### config.mk
export PLATFORM = sky130hd
export DESIGN_NAME = hps_top
export DESIGN_NICKNAME = d
export VERILOG_FILES = /design/src/verilog/hps_pkg.sv /design/src/verilog/hps_swap.sv /design/src/verilog/hps_remap.sv /design/src/verilog/hps_top.sv
export SDC_FILE = /design/constraint.sdc
export NUM_CORES = 1
export LEC_CHECK = 0
export BUFFER_PORTS_ARGS = -buffer_cell sky130_fd_sc_hd__buf_2
export CAP_MARGIN = 20
export CORE_ASPECT_RATIO = 0.5
export CORE_UTILIZATION = 50
export CTS_CLUSTER_SIZE = 16
export DETAILED_ROUTE_END_ITERATION = 10
export GPL_TIMING_DRIVEN = 1
export HOLD_SLACK_MARGIN = 0.02
export PLACE_DENSITY = 0.76
export SETUP_SLACK_MARGIN = 0.15
export SYNTH_ARGS = -nofsm -noshare
export SYNTH_HDL_FRONTEND = slang
export SYNTH_SLANG_ARGS = --single-unit
### constraint.sdc
create_clock -name clk_sys -period 3.1 [get_ports clk_sys]
set_input_delay 0.465 -clock clk_sys [delete_from_list [all_inputs] [get_ports clk_sys]]
set_output_delay 0.465 -clock clk_sys [all_outputs]
set_load 0.02 [all_outputs]
### src/verilog/hps_pkg.sv
package hps_pkg;
	localparam int          NUM_PORTS       = 8;
	localparam int          NUM_REMAP       = 2;
	localparam logic [7:0]  ADDR_CFG_BYTE3  = 8'h08;
	localparam logic [7:0]  ADDR_LINE_SWAP  = 8'hFA;
	localparam logic [7:0]  ADDR_REMAP_12   = 8'hFB;
	localparam int          REMAP_EN_BIT    = 3;
	localparam int          FIELD_P1_LSB    = 0;
	localparam int          FIELD_P2_LSB    = 4;
	localparam int          FIELD_W         = 4;
	localparam int          FIELD_RSVD_BIT  = 3;
	localparam logic [7:0]  RST_LINE_SWAP   = 8'h00;
	localparam logic [7:0]  RST_REMAP_12    = 8'h21;
	localparam logic        RST_REMAP_EN    = 1'b0;
	localparam logic [3:0]  PORT_DISABLED   = 4'h0;
	localparam logic [1:0]  SYNC_RST        = 2'h0;

	typedef struct packed {
		logic dp;
		logic dm;
	} hps_lines_t;

	typedef struct packed {
		logic       enabled;
		logic [3:0] logical;
	} hps_map_t;
endpackage

### src/verilog/hps_swap.sv
`timescale 1ns/1ps
// One port's pin swapper: transmit side registered, receive side synchronised
module hps_swap (
	input  wire logic              clk_sys,
	input  wire logic              reset_n,
	input  wire logic              swap,
	input  wire hps_pkg::hps_lines_t core_tx,
	input  wire logic              core_oe_n,
	input  wire logic              pin_p_i,
	input  wire logic              pin_m_i,
	output logic                   pin_p_o,
	output logic                   pin_m_o,
	output logic                   pin_oe_n,
	output hps_pkg::hps_lines_t    core_rx
);
	logic [2:0]          p_sync_q, p_sync_d;
	logic [2:0]          m_sync_q, m_sync_d;
	logic                p_lvl_q, p_lvl_d;
	logic                m_lvl_q, m_lvl_d;
	logic                pin_p_d, pin_m_d, pin_oe_n_d;
	hps_pkg::hps_lines_t core_rx_d;

	always_comb begin
		p_sync_d = {p_sync_q[1:0], pin_p_i};
		m_sync_d = {m_sync_q[1:0], pin_m_i};
		// A pin level counts once the second and third stages agree
		p_lvl_d = (p_sync_q[1] == p_sync_q[2]) ? p_sync_q[2] : p_lvl_q;
		m_lvl_d = (m_sync_q[1] == m_sync_q[2]) ? m_sync_q[2] : m_lvl_q;
		if (swap) begin
			pin_p_d      = core_tx.dm;
			pin_m_d      = core_tx.dp;
			core_rx_d.dp = m_lvl_q;
			core_rx_d.dm = p_lvl_q;
		end else begin
			pin_p_d      = core_tx.dp;
			pin_m_d      = core_tx.dm;
			core_rx_d.dp = p_lvl_q;
			core_rx_d.dm = m_lvl_q;
		end
		pin_oe_n_d = core_oe_n;
	end

	always_ff @(posedge clk_sys or negedge reset_n) begin
		if (!reset_n) begin
			p_sync_q <= 3'h0;
			m_sync_q <= 3'h0;
			p_lvl_q  <= 1'b0;
			m_lvl_q  <= 1'b0;
			pin_p_o  <= 1'b0;
			pin_m_o  <= 1'b0;
			pin_oe_n <= 1'b1;
			core_rx  <= '0;
		end else begin
			p_sync_q <= p_sync_d;
			m_sync_q <= m_sync_d;
			p_lvl_q  <= p_lvl_d;
			m_lvl_q  <= m_lvl_d;
			pin_p_o  <= pin_p_d;
			pin_m_o  <= pin_m_d;
			pin_oe_n <= pin_oe_n_d;
			core_rx  <= core_rx_d;
		end
	end
endmodule // hps_swap

### src/verilog/hps_remap.sv
`timescale 1ns/1ps
// Turns the remap byte into per-port logical numbers and the reported count
module hps_remap (
	input  wire logic          clk_sys,
	input  wire logic          reset_n,
	input  wire logic [7:0]    remap_byte,
	input  wire logic          remap_en,
	output hps_pkg::hps_map_t  map_p1,
	output hps_pkg::hps_map_t  map_p2,
	output logic [1:0]         port_count
);
	hps_pkg::hps_map_t map_p1_d, map_p2_d;
	logic [1:0]        port_count_d;

	// Reserved codes fold to the disable code
	function automatic logic [3:0] effective(input logic [3:0] field);
		effective = field[hps_pkg::FIELD_RSVD_BIT] ? hps_pkg::PORT_DISABLED : field;
	endfunction

	always_comb begin
		if (remap_en) begin
			map_p1_d.logical = effective(
				remap_byte[hps_pkg::FIELD_P1_LSB +: hps_pkg::FIELD_W]);
			map_p2_d.logical = effective(
				remap_byte[hps_pkg::FIELD_P2_LSB +: hps_pkg::FIELD_W]);
		end else begin
			map_p1_d.logical = 4'h1;
			map_p2_d.logical = 4'h2;
		end
		map_p1_d.enabled = (map_p1_d.logical != hps_pkg::PORT_DISABLED);
		map_p2_d.enabled = (map_p2_d.logical != hps_pkg::PORT_DISABLED);
		// The count leaves the hub together with the map_p1 and map_p2 logical numbers
		port_count_d = {1'b0, map_p1_d.enabled} + {1'b0, map_p2_d.enabled};
	end

	always_ff @(posedge clk_sys or negedge reset_n) begin
		if (!reset_n) begin
			map_p1     <= '0;
			map_p2     <= '0;
			port_count <= 2'h0;
		end else begin
			map_p1     <= map_p1_d;
			map_p2     <= map_p2_d;
			port_count <= port_count_d;
		end
	end
endmodule // hps_remap

### src/verilog/hps_top.sv
`timescale 1ns/1ps
// Pin swap and port remap configuration for the hub.
// Configuration bytes arrive on a byte-wide write/read port driven by the
// loader that walks the EEPROM image or serves the SMBus slave.
module hps_top (
	input  wire logic                     clk_sys,
	input  wire logic                     reset_n,
	input  wire logic                     cfg_wr_en,
	input  wire logic                     cfg_rd_en,
	input  wire logic [7:0]               cfg_addr,
	input  wire logic [7:0]               cfg_wr_data,
	output logic [7:0]                    cfg_rd_data_q,
	input  wire hps_pkg::hps_lines_t [7:0] core_tx,
	input  wire logic [7:0]               core_oe_n,
	output hps_pkg::hps_lines_t [7:0]     core_rx,
	input  wire logic [7:0]               pin_p_i,
	input  wire logic [7:0]               pin_m_i,
	output logic [7:0]                    pin_p_o,
	output logic [7:0]                    pin_m_o,
	output logic [7:0]                    pin_oe_n,
	output hps_pkg::hps_map_t             map_p1,
	output hps_pkg::hps_map_t             map_p2,
	output logic [1:0]                    port_count
);
	logic [7:0] line_swap_q, line_swap_d;
	logic [7:0] remap_q, remap_d;
	logic       remap_en_q, remap_en_d;
	logic [7:0] rd_data_d;

	function automatic logic hit(input logic [7:0] a, input logic [7:0] target);
		hit = (a == target);
	endfunction

	always_comb begin
		line_swap_d = line_swap_q;
		remap_d     = remap_q;
		remap_en_d  = remap_en_q;
		if (cfg_wr_en) begin
			if (hit(cfg_addr, hps_pkg::ADDR_LINE_SWAP))
				line_swap_d = cfg_wr_data;
			if (hit(cfg_addr, hps_pkg::ADDR_REMAP_12))
				remap_d = cfg_wr_data;
			if (hit(cfg_addr, hps_pkg::ADDR_CFG_BYTE3))
				remap_en_d = cfg_wr_data[hps_pkg::REMAP_EN_BIT];
		end
		// Unmapped reads return zero, other bits of byte 3 live elsewhere
		rd_data_d = 8'h00;
		if (cfg_rd_en) begin
			if (hit(cfg_addr, hps_pkg::ADDR_LINE_SWAP))
				rd_data_d = line_swap_q;
			else if (hit(cfg_addr, hps_pkg::ADDR_REMAP_12))
				rd_data_d = remap_q;
			else if (hit(cfg_addr, hps_pkg::ADDR_CFG_BYTE3))
				rd_data_d[hps_pkg::REMAP_EN_BIT] = remap_en_q;
		end else begin
			rd_data_d = cfg_rd_data_q;
		end
	end

	always_ff @(posedge clk_sys or negedge reset_n) begin
		if (!reset_n) begin
			line_swap_q   <= hps_pkg::RST_LINE_SWAP;
			remap_q       <= hps_pkg::RST_REMAP_12;
			remap_en_q    <= hps_pkg::RST_REMAP_EN;
			cfg_rd_data_q <= 8'h00;
		end else begin
			line_swap_q   <= line_swap_d;
			remap_q       <= remap_d;
			remap_en_q    <= remap_en_d;
			cfg_rd_data_q <= rd_data_d;
		end
	end

	// Index 0 is the upstream port, index n is downstream port n
	for (genvar i = 0; i < hps_pkg::NUM_PORTS; i++) begin : g_port
		hps_swap u_swap (
			.clk_sys   (clk_sys),
			.reset_n   (reset_n),
			.swap      (line_swap_q[i]),
			.core_tx   (core_tx[i]),
			.core_oe_n (core_oe_n[i]),
			.pin_p_i   (pin_p_i[i]),
			.pin_m_i   (pin_m_i[i]),
			.pin_p_o   (pin_p_o[i]),
			.pin_m_o   (pin_m_o[i]),
			.pin_oe_n  (pin_oe_n[i]),
			.core_rx   (core_rx[i])
		);
	end

	hps_remap u_remap (
		.clk_sys    (clk_sys),
		.reset_n    (reset_n),
		.remap_byte (remap_q),
		.remap_en   (remap_en_q),
		.map_p1     (map_p1),
		.map_p2     (map_p2),
		.port_count (port_count)
	);
endmodule // hps_top

==> Implementation_results.wiki, run 1 <==
{| class="wikitable"
! Metric !! Value
|-
| Count of H-tree levels built during CTS || 4
|-
| Critical Path End Type || register
|-
| Routed via count || 2617
|-
| Most frequent cells in the layout || sky130_fd_sc_hd__dfrtp_1 (129), sky130_fd_sc_hd__buf_2 (116), sky130_fd_sc_hd__mux2_2 (42), sky130_fd_sc_hd__clkbuf_16 (17), sky130_fd_sc_hd__maj3_1 (16)
|-
| Class of the worst hold path || input pin to asynchronous set/reset pin
|-
| Number of buffers inserted for hold repair after clock tree synthesis || 0
|-
| Final hold viol count || 0
|-
| Ratio of cells with drive above 1 in the final layout || 52.5%
|-
| Initial cell density of the core || 53.2%
|-
| CTS resizes || 0
|-
| RSZ-0062 raised after global routing || no
|-
| Leak pwr || 2.88 nW
|-
| Switching Fraction || 20.4%
|-
| First element of the critical path || cfg_addr[2]
|-
| Worst hold-check slack || 0.0778 ns
|-
| Maximum number of pins on one net before global-route repair || 83
|-
| Largest voltage drop on the vdd net || 0.358 mV
|-
| Critical path required time || 3.39 ns
|-
| Max-cap viol count || 0
|-
| Final worst-path cycle share || 59.0%
|-
| Run status || finished clean
|-
| Tot GR Track Use || 19.6%
|-
| Setup violation total in the final timing report || 0
|-
| Number of antenna violations at the first check in global routing || 0
|-
| PortBufs || 117
|-
| Sequential cell area fraction in the yosys report || 72.9%
|-
| Number of buffers created by CTS || 17
|-
| Floorplan die area || 0.0100 mm2
|-
| Post-route antenna net violation count || 0
|-
| Leftover overflow at the end of global routing || 0
|-
| GPL Wtd Cong || 0.863
|-
| Pwr Density || 774 mW/mm2
|-
| DRC violation count after routing || 0
|-
| Maximum fanout along the worst path || 8
|-
| Vias in the first global route || 2881
|-
| Drt via density || 5.02
|-
| Count of buffers added by post-CTS timing repair for setup || 0
|-
| Number of nets at the end of the flow || 452
|-
| Number of clock sinks || 139
|-
| Upper clock frequency limit || 0.547 GHz
|-
| Arrival time of data at the critical path endpoint || 2.12 ns
|-
| Global-route wire length before repair || 14300 um
|-
| Final count of pins violating max slew || 0
|-
| Post-layout min period || 1.83 ns
|-
| Part of the total power dissipated in combinational logic || 6.0%
|-
| Core area || 0.00901 mm2
|-
| Standard-cell row count || 24
|-
| Actual transition at the worst max-transition pin || 0.924 ns
|-
| Worst setup slack after layout || 1.27 ns
|-
| Cells after synthesis || 280
|-
| Sort of element at the start of the critical path || input pin
|-
| Worst relative slew slack || 37.9%
|-
| Leading cell type in the layout, fill and taps excluded || sky130_fd_sc_hd__dfrtp_1
|-
| Internal Dissipation || 3.73 mW
|-
| Root Driver || sky130_fd_sc_hd__clkbuf_16
|-
| I/O Pins || 120
|-
| Synth-to-layout area growth || 26.4%
|-
| Library cells used by synthesis || 30
|-
| Vertical die dimension || 71.2 um
|-
| Warnings, synthesis || 0
|-
| Power spent charging and discharging nets || 0.957 mW
|-
| Clock Path Buffers || 2
|-
| Part of the power in registers || 42.4%
|-
| Worst setup timing slack at the placement stage || 0.868 ns
|-
| Number of diodes || 0
|-
| Portion of total power attributed to the clock network || 51.7%
|-
| Worst clock skew || 0.0114 ns
|-
| Yosys reg bits || 139
|-
| Pre-antenna DRT Iters || 4
|-
| Placed wire-length estimate after detailed placement || 5800 um
|-
| Per-instance average area after synthesis || 17.1 um2
|-
| WL final || 8480 um
|-
| Horiz. Die Dim || 140 um
|-
| Routed wirelength normalized by instance count || 16.3 um
|-
| Design Power || 4.69 mW
|-
| Area of the mapped netlist || 0.00479 mm2
|-
| Number of DRC violations after detailed-routing iteration 0 || 70
|-
| Final TNS setup || 0 ns
|-
| Clock transition at path regs || 0.06 ns
|-
| Source-to-sink clock delay at the later pin of the worst-skew pair || 0.41 ns
|-
| Type of the worst setup path || input pin to register
|-
| Worst flop-to-flop path startpoint || remap_en_q
|-
| CTS tree || done
|}
[kinds of logic (layout without fill, tap and decap cells)]
kind of cell	after synthesis	in the layout	synth area share, %
compound gates	12	12	2.19
fa+ha+maj	17	17	3.60
buf+inv	34	157	4.86
flops	139	139	72.9
mux	50	50	12.4
other cells	1	2	0.0783
simple gates	27	27	4.00
[area by class of cell]
class	instances	area (um2)
sequential	139	3490
clock inverter	14	290
inverter	6	22.5
clock buffer	18	429
fill	612	2950
multi-input combinational	108	1070
tap	117	146
timing repair buffer	119	607
[power by group through the flow]
stage | clock [mW] | combinational [mW] | sequential, mW
2_1_floorplan | 0 | 0.132 | 2.04
3_3_place_gp | 0 | 0.270 | 2.01
3_5_place_dp | 0 | 0.282 | 2.02
4_1_cts | 2.47 | 0.284 | 1.99
5_1_grt | 2.56 | 0.305 | 2.00
6_report | 2.42 | 0.279 | 1.99
[cells in the mapped netlist]
cell type / count / share of area (%)
sky130_fd_sc_hd__nor3_1: 2 / 0.21
sky130_fd_sc_hd__mux2_4: 8 / 2.5
sky130_fd_sc_hd__nor4_2: 1 / 0.26
sky130_fd_sc_hd__nor2b_1: 7 / 0.91
sky130_fd_sc_hd__buf_6: 1 / 0.24
sky130_fd_sc_hd__o21bai_1: 1 / 0.16
sky130_fd_sc_hd__conb_1: 1 / 0.078
sky130_fd_sc_hd__a211oi_1: 1 / 0.16
sky130_fd_sc_hd__mux2_2: 42 / 9.9
sky130_fd_sc_hd__ha_1: 1 / 0.26
sky130_fd_sc_hd__nand2_1: 1 / 0.078
sky130_fd_sc_hd__dfrtp_1: 129 / 67
sky130_fd_sc_hd__nand4b_1: 1 / 0.18
sky130_fd_sc_hd__dfstp_2: 10 / 5.5
sky130_fd_sc_hd__clkbuf_1: 1 / 0.078
sky130_fd_sc_hd__nor4_1: 1 / 0.13
sky130_fd_sc_hd__inv_1: 6 / 0.47
sky130_fd_sc_hd__buf_4: 26 / 4.1
sky130_fd_sc_hd__or3b_1: 1 / 0.18
sky130_fd_sc_hd__o21ai_0: 2 / 0.21
sky130_fd_sc_hd__o32a_1: 1 / 0.21
sky130_fd_sc_hd__nor3_2: 1 / 0.21
sky130_fd_sc_hd__or4_1: 2 / 0.31
sky130_fd_sc_hd__nand4_1: 2 / 0.26
sky130_fd_sc_hd__or3_1: 1 / 0.13
sky130_fd_sc_hd__nor2_1: 1 / 0.078
sky130_fd_sc_hd__a221o_1: 7 / 1.5
sky130_fd_sc_hd__and3b_1: 4 / 0.73
sky130_fd_sc_hd__maj3_1: 16 / 3.3
sky130_fd_sc_hd__nor3b_1: 2 / 0.31
[per-stage QoR]
stage               cells  area, um2  util (%)
global placement      489       5340      59.2
floorplan             281       4790         -
CTS                   521       6060      67.2
global route          521       6060      67.2
finish                521       6060      67.2
detailed placement    489       5340      59.2
[final timing paths]
path / end / slack [ns] / depth (start not counted)
worst min-delay path: g_port[3].u_swap.m_sync_q[2] / 0.08 / 1
worst max-delay path: line_swap_q[3] / 1.27 / 4
worst max register to register: u_remap.port_count[0] / 1.56 / 3
max in group asynchronous: g_port[5].u_swap.core_rx[0] / 2.12 / 2
min in group clk_sys: g_port[0].u_swap.m_sync_q[0] / 0.16 / 1
worst min register to register: g_port[1].u_swap.m_sync_q[1] / 0.35 / 0
[state kept, by name (all words and copies together) (netlist names)]
register                flops
u_remap.port_count          2
line_swap_q                 8
g_port.u_swap.m_sync_q     24
g_port.u_swap.m_lvl_q       8
g_port.u_swap.core_rx      16
u_remap.map_p2              4
remap_q                     8
g_port.u_swap.pin_oe_n      8
g_port.u_swap.p_sync_q     24
g_port.u_swap.pin_m_o       8
remap_en_q                  1
g_port.u_swap.pin_p_o       8
u_remap.map_p1              4
g_port.u_swap.p_lvl_q       8
cfg_rd_data_q               8
[metal layers]
layer,track usage [%],part of all wire (%),vias to the layer above
met5,0,0,-
met4,11.5,2.3,0
met3,6.64,4.7,18
met2,32.5,52,87
met1,22.7,41,1340
li1,-,-,1172
[critical path: stages]
cell,delay [ns]
sky130_fd_sc_hd__buf_2,0.12
sky130_fd_sc_hd__or3b_1,0.43
sky130_fd_sc_hd__or4_1,0.70
sky130_fd_sc_hd__mux2_4,0.40
Power figures use the tool's default switching activity.
==> inputs of run 2 (changes only) <==
- ABC_AREA: unset -> 1
- CORE_UTILIZATION: 50 -> 47
- PLACE_DENSITY: 0.76 -> 0.75
- clock period: 3.1 -> 1.5 ns (I/O delays scaled with it)
==> Implementation_results.wiki, run 2 <==
{| class="wikitable"
! Metric !! Value
|-
| Initial cell density of the core || 49.9% (-3.3 points)
|-
| I/O Pins || 120 (unchanged)
|-
| Global-route wire length before repair || 15400 um (+7.7%)
|-
| Upper clock frequency limit || 0.749 GHz
|-
| Area of the mapped netlist || 0.00485 mm2 (+1.4%)
|-
| Leading cell type by number of instances after synthesis || sky130_fd_sc_hd__dfrtp_1
|-
| Worst clock skew || 0.00927 ns (-0.00217 ns)
|-
| Pre-antenna DRT Iters || 4 (unchanged)
|-
| Most frequent cells in the layout || sky130_fd_sc_hd__dfrtp_1 (129), sky130_fd_sc_hd__buf_2 (116), sky130_fd_sc_hd__nand2_1 (78), sky130_fd_sc_hd__o21ai_0 (52), sky130_fd_sc_hd__inv_1 (42)
|-
| Area of combinational cells with multiple inputs || 0.00100 mm2 (-6.4%)
|-
| Final TNS setup || 0 ns (unchanged)
|-
| Floorplan die area || 0.0108 mm2 (+7.7%)
|-
| WL final || 9170 um (+8.2%)
|-
| Number of antenna violations at the first check in global routing || 0 (unchanged)
|-
| Storage cell area || 0.00349 mm2 (unchanged)
|-
| Number of diodes || 0 (unchanged)
|-
| Part of the power in registers || 44.3% (+1.9 points)
|-
| Run status || finished clean
|-
| Tot GR Track Use || 19.5% (-0.14 points)
|-
| Hold Path Depth || 3
|-
| DRC violation count after routing || 0 (unchanged)
|-
| Clock Path Buffers || 2 (unchanged)
|-
| RSZ-0062 raised after global routing || yes
|-
| Worst reg2reg path depth || 5 (+2)
|-
| Pwr Density || 1480 mW/mm2 (+91%)
|-
| Routed wirelength normalized by instance count || 13.4 um (-18%)
|-
| Stage delay of the slowest cell on the critical path || 0.40 ns (-0.30 ns)
|-
| Final hold viol count || 0 (unchanged)
|-
| Standard-cell row count || 25 (+4.2%)
|-
| Cell family with most CP delay || flip-flops
|-
| Final count of pins violating max slew || 0 (unchanged)
|-
| Class of the worst hold path || input pin to register
|-
| Top flop regs || g_port.u_swap.m_sync_q (24), g_port.u_swap.p_sync_q (24), g_port.u_swap.core_rx (16)
|-
| Number of DRC violations after detailed-routing iteration 0 || 195 (+180%)
|-
| Number of buffers created by CTS || 17 (unchanged)
|-
| Leftover overflow at the end of global routing || 0 (unchanged)
|-
| Critical Path Stages || 5 (+1)
|-
| Root Driver || sky130_fd_sc_hd__clkbuf_16
|-
| Most used flip-flop cell after synthesis || sky130_fd_sc_hd__dfrtp_1
|-
| Number of enable flip-flop cells after synthesis || 0 (unchanged)
|-
| Switching Fraction || 23.4% (+3.0 points)
|-
| Slowest stage cell on the critical path || sky130_fd_sc_hd__dfrtp_1
|-
| Area share of the largest cell type after synthesis || 66.5% (-0.90 points)
|-
| Cell taking the most area after synthesis || sky130_fd_sc_hd__dfrtp_1
|-
| Top post-synthesis cells by area || sky130_fd_sc_hd__dfrtp_1 (66%), sky130_fd_sc_hd__nand2_1 (6.0%), sky130_fd_sc_hd__dfstp_2 (5.4%)
|-
| Part of the total power dissipated in combinational logic || 9.4% (+3.4 points)
|-
| Max-cap viol count || 0 (unchanged)
|-
| FFs w/ async S/R, synth || 100% (unchanged)
|-
| PortBufs || 117 (unchanged)
|-
| Sequential cell area fraction in the yosys report || 71.9% (-0.98 points)
|-
| Portion of total power attributed to the clock network || 46.3% (-5.4 points)
|-
| Sort of element at the start of the critical path || register
|-
| Critical Path End Type || register
|-
| Clock transition at path regs || 0.06 ns (about the same)
|-
| Post-route antenna net violation count || 0 (unchanged)
|-
| Warnings, synthesis || 0 (unchanged)
|-
| Placed wire-length estimate after detailed placement || 6150 um (+6.1%)
|-
| Library cells used by synthesis || 25 (-17%)
|-
| Number of clock sinks || 139 (unchanged)
|-
| Horiz. Die Dim || 146 um (+3.8%)
|-
| Final worst-path cycle share || 89.0%
|-
| Maximum fanout along the worst path || 7 (-1)
|-
| GPL Wtd Cong || 0.767 (-11%)
|-
| Count of buffering cells on the critical path with inverters included || 2 (+1)
|-
| Synth-to-layout area growth || 31.9%
|-
| Vertical die dimension || 73.9 um (+3.7%)
|-
| Ratio of cells with drive above 1 in the final layout || 33.9% (-19 points)
|-
| Critical path required time || 1.84 ns (-1.55 ns)
|-
| Routed via count || 3129 (+20%)
|-
| Largest voltage drop on the vdd net || 0.871 mV (+140%)
|-
| Drt via density || 4.55 (-9.3%)
|-
| Cell breakdown of the critical path || inv_4, a21oi_2, inv_1, or3_4, ha_4
|-
| Final-layout fill cell count || 722 (+18%)
|-
| Type of the worst setup path || register to register
|-
| Vias in the first global route || 3151 (+9.4%)
|-
| Count of H-tree levels built during CTS || 4 (unchanged)
|-
| Core area || 0.00973 mm2 (+8.0%)
|-
| CTS tree || done
|-
| Internal Dissipation || 7.24 mW (+94%)
|-
| Cells after synthesis || 399 (+43%)
|-
| Number of nets at the end of the flow || 600 (+33%)
|-
| Most used standard cells in the synthesized netlist || sky130_fd_sc_hd__dfrtp_1 (129), sky130_fd_sc_hd__nand2_1 (78), sky130_fd_sc_hd__o21ai_0 (52)
|-
| Per-instance average area after synthesis || 12.2 um2 (-29%)
|-
| Power spent charging and discharging nets || 2.21 mW (+130%)
|-
| Design Power || 9.45 mW (+100%)
|-
| Arrival time of data at the critical path endpoint || 1.68 ns (-0.44 ns)
|-
| Worst hold-check slack || 0.0432 ns (-0.0346 ns)
|-
| Leak pwr || 3.23 nW (+12%)
|-
| Yosys reg bits || 139 (unchanged)
|-
| Setup violation total in the final timing report || 0 (unchanged)
|-
| Maximum number of pins on one net before global-route repair || 48 (-42%)
|-
| Leading cell type in the layout, fill and taps excluded || sky130_fd_sc_hd__dfrtp_1
|-
| Post-layout min period || 1.33 ns
|-
| Source-to-sink clock delay at the later pin of the worst-skew pair || 0.41 ns (about the same)
|}
-- run 2: routing by layer --
layer / vias to the layer above / track usage [%] / wire length, um
li1: 1525 / - / -
met1: 1522 / 24.5 / 4100
met2: 72 / 30.9 / 4550
met3: 10 / 5.90 / 403
met4: 0 / 10.6 / 112
met5: - / 0 / 0
-- run 2: kinds of logic (layout without fill, tap and decap cells) --
group | Yosys count | after routing | synth area share [%]
DFF | 139 | 139 | 71.9
and+or+nand+nor | 109 | 109 | 10.1
buffers and inverters | 75 | 227 | 8.27
AOI/OAI and AO/OA | 58 | 58 | 6.13
adders and majority gates | 17 | 17 | 3.56
other | 1 | 2 | 0.0772
-- run 2: final cells by class --
cell class                      instances  share of cell area, %
Inverter                               45                   2.68
Sequential cell                       139                   54.5
Clock inverter                         13                   2.97
Clock buffer                           19                   6.92
Tap cell                              135                   2.64
Multi-Input combinational cell        186                   15.6
Timing Repair Buffer                  150                   14.7
-- run 2: metrics by stage --
stage | instances | util (%) | setup slack, ns | cell area [um2]
final | 687 | 65.8 | 0.165 | 6400
after global placement | 627 | 56.1 | 0.0986 | 5460
after floorplan | 400 | - | 0.158 | 4860
after detailed placement | 627 | 56.1 | 0.0593 | 5460
after CTS | 686 | 65.6 | 0.133 | 6390
after global routing | 687 | 65.8 | 0.102 | 6400
-- run 2: what timing repair did --
action	in CTS	in global routing
pin swaps	2	2
endpoints found under the setup margin	2	2
endpoints found under the hold margin	153	0
buffers inserted	2	1
hold buffers	25	0
gates resized for setup	5	4
gates cloned	0	0
-- run 2: worst min-delay path, cell delays in order --
cell	delay, ns
sky130_fd_sc_hd__buf_2	0.09
sky130_fd_sc_hd__nand2_1	0.04
sky130_fd_sc_hd__o21ai_0	0.06
-- run 2: power groups by stage --
stage / Combinational, mW / Sequential (mW) / Clock [mW]
CTS: 0.898 / 4.18 / 4.48
finish: 0.891 / 4.18 / 4.38
floorplan: 0.370 / 4.34 / 0
global placement: 0.788 / 4.24 / 0
detailed placement: 0.809 / 4.25 / 0
global route: 0.989 / 4.22 / 4.66
-- run 2: worst paths after layout --
| kind | startpoint | to | slack (ns) |
|---|---|---|---|
| max | remap_en_q | u_remap.port_count[0] | 0.17 |
| min | core_tx[12] | g_port[6].u_swap.pin_p_o | 0.04 |
| max reg2reg | remap_en_q | u_remap.port_count[0] | 0.17 |
| min reg2reg | g_port[0].u_swap.p_sync_q[0] | g_port[0].u_swap.p_sync_q[1] | 0.35 |
| max in group asynchronous | reset_n | g_port[1].u_swap.pin_oe_n | 0.77 |
| min in group asynchronous | reset_n | g_port[4].u_swap.p_sync_q[2] | 0.21 |
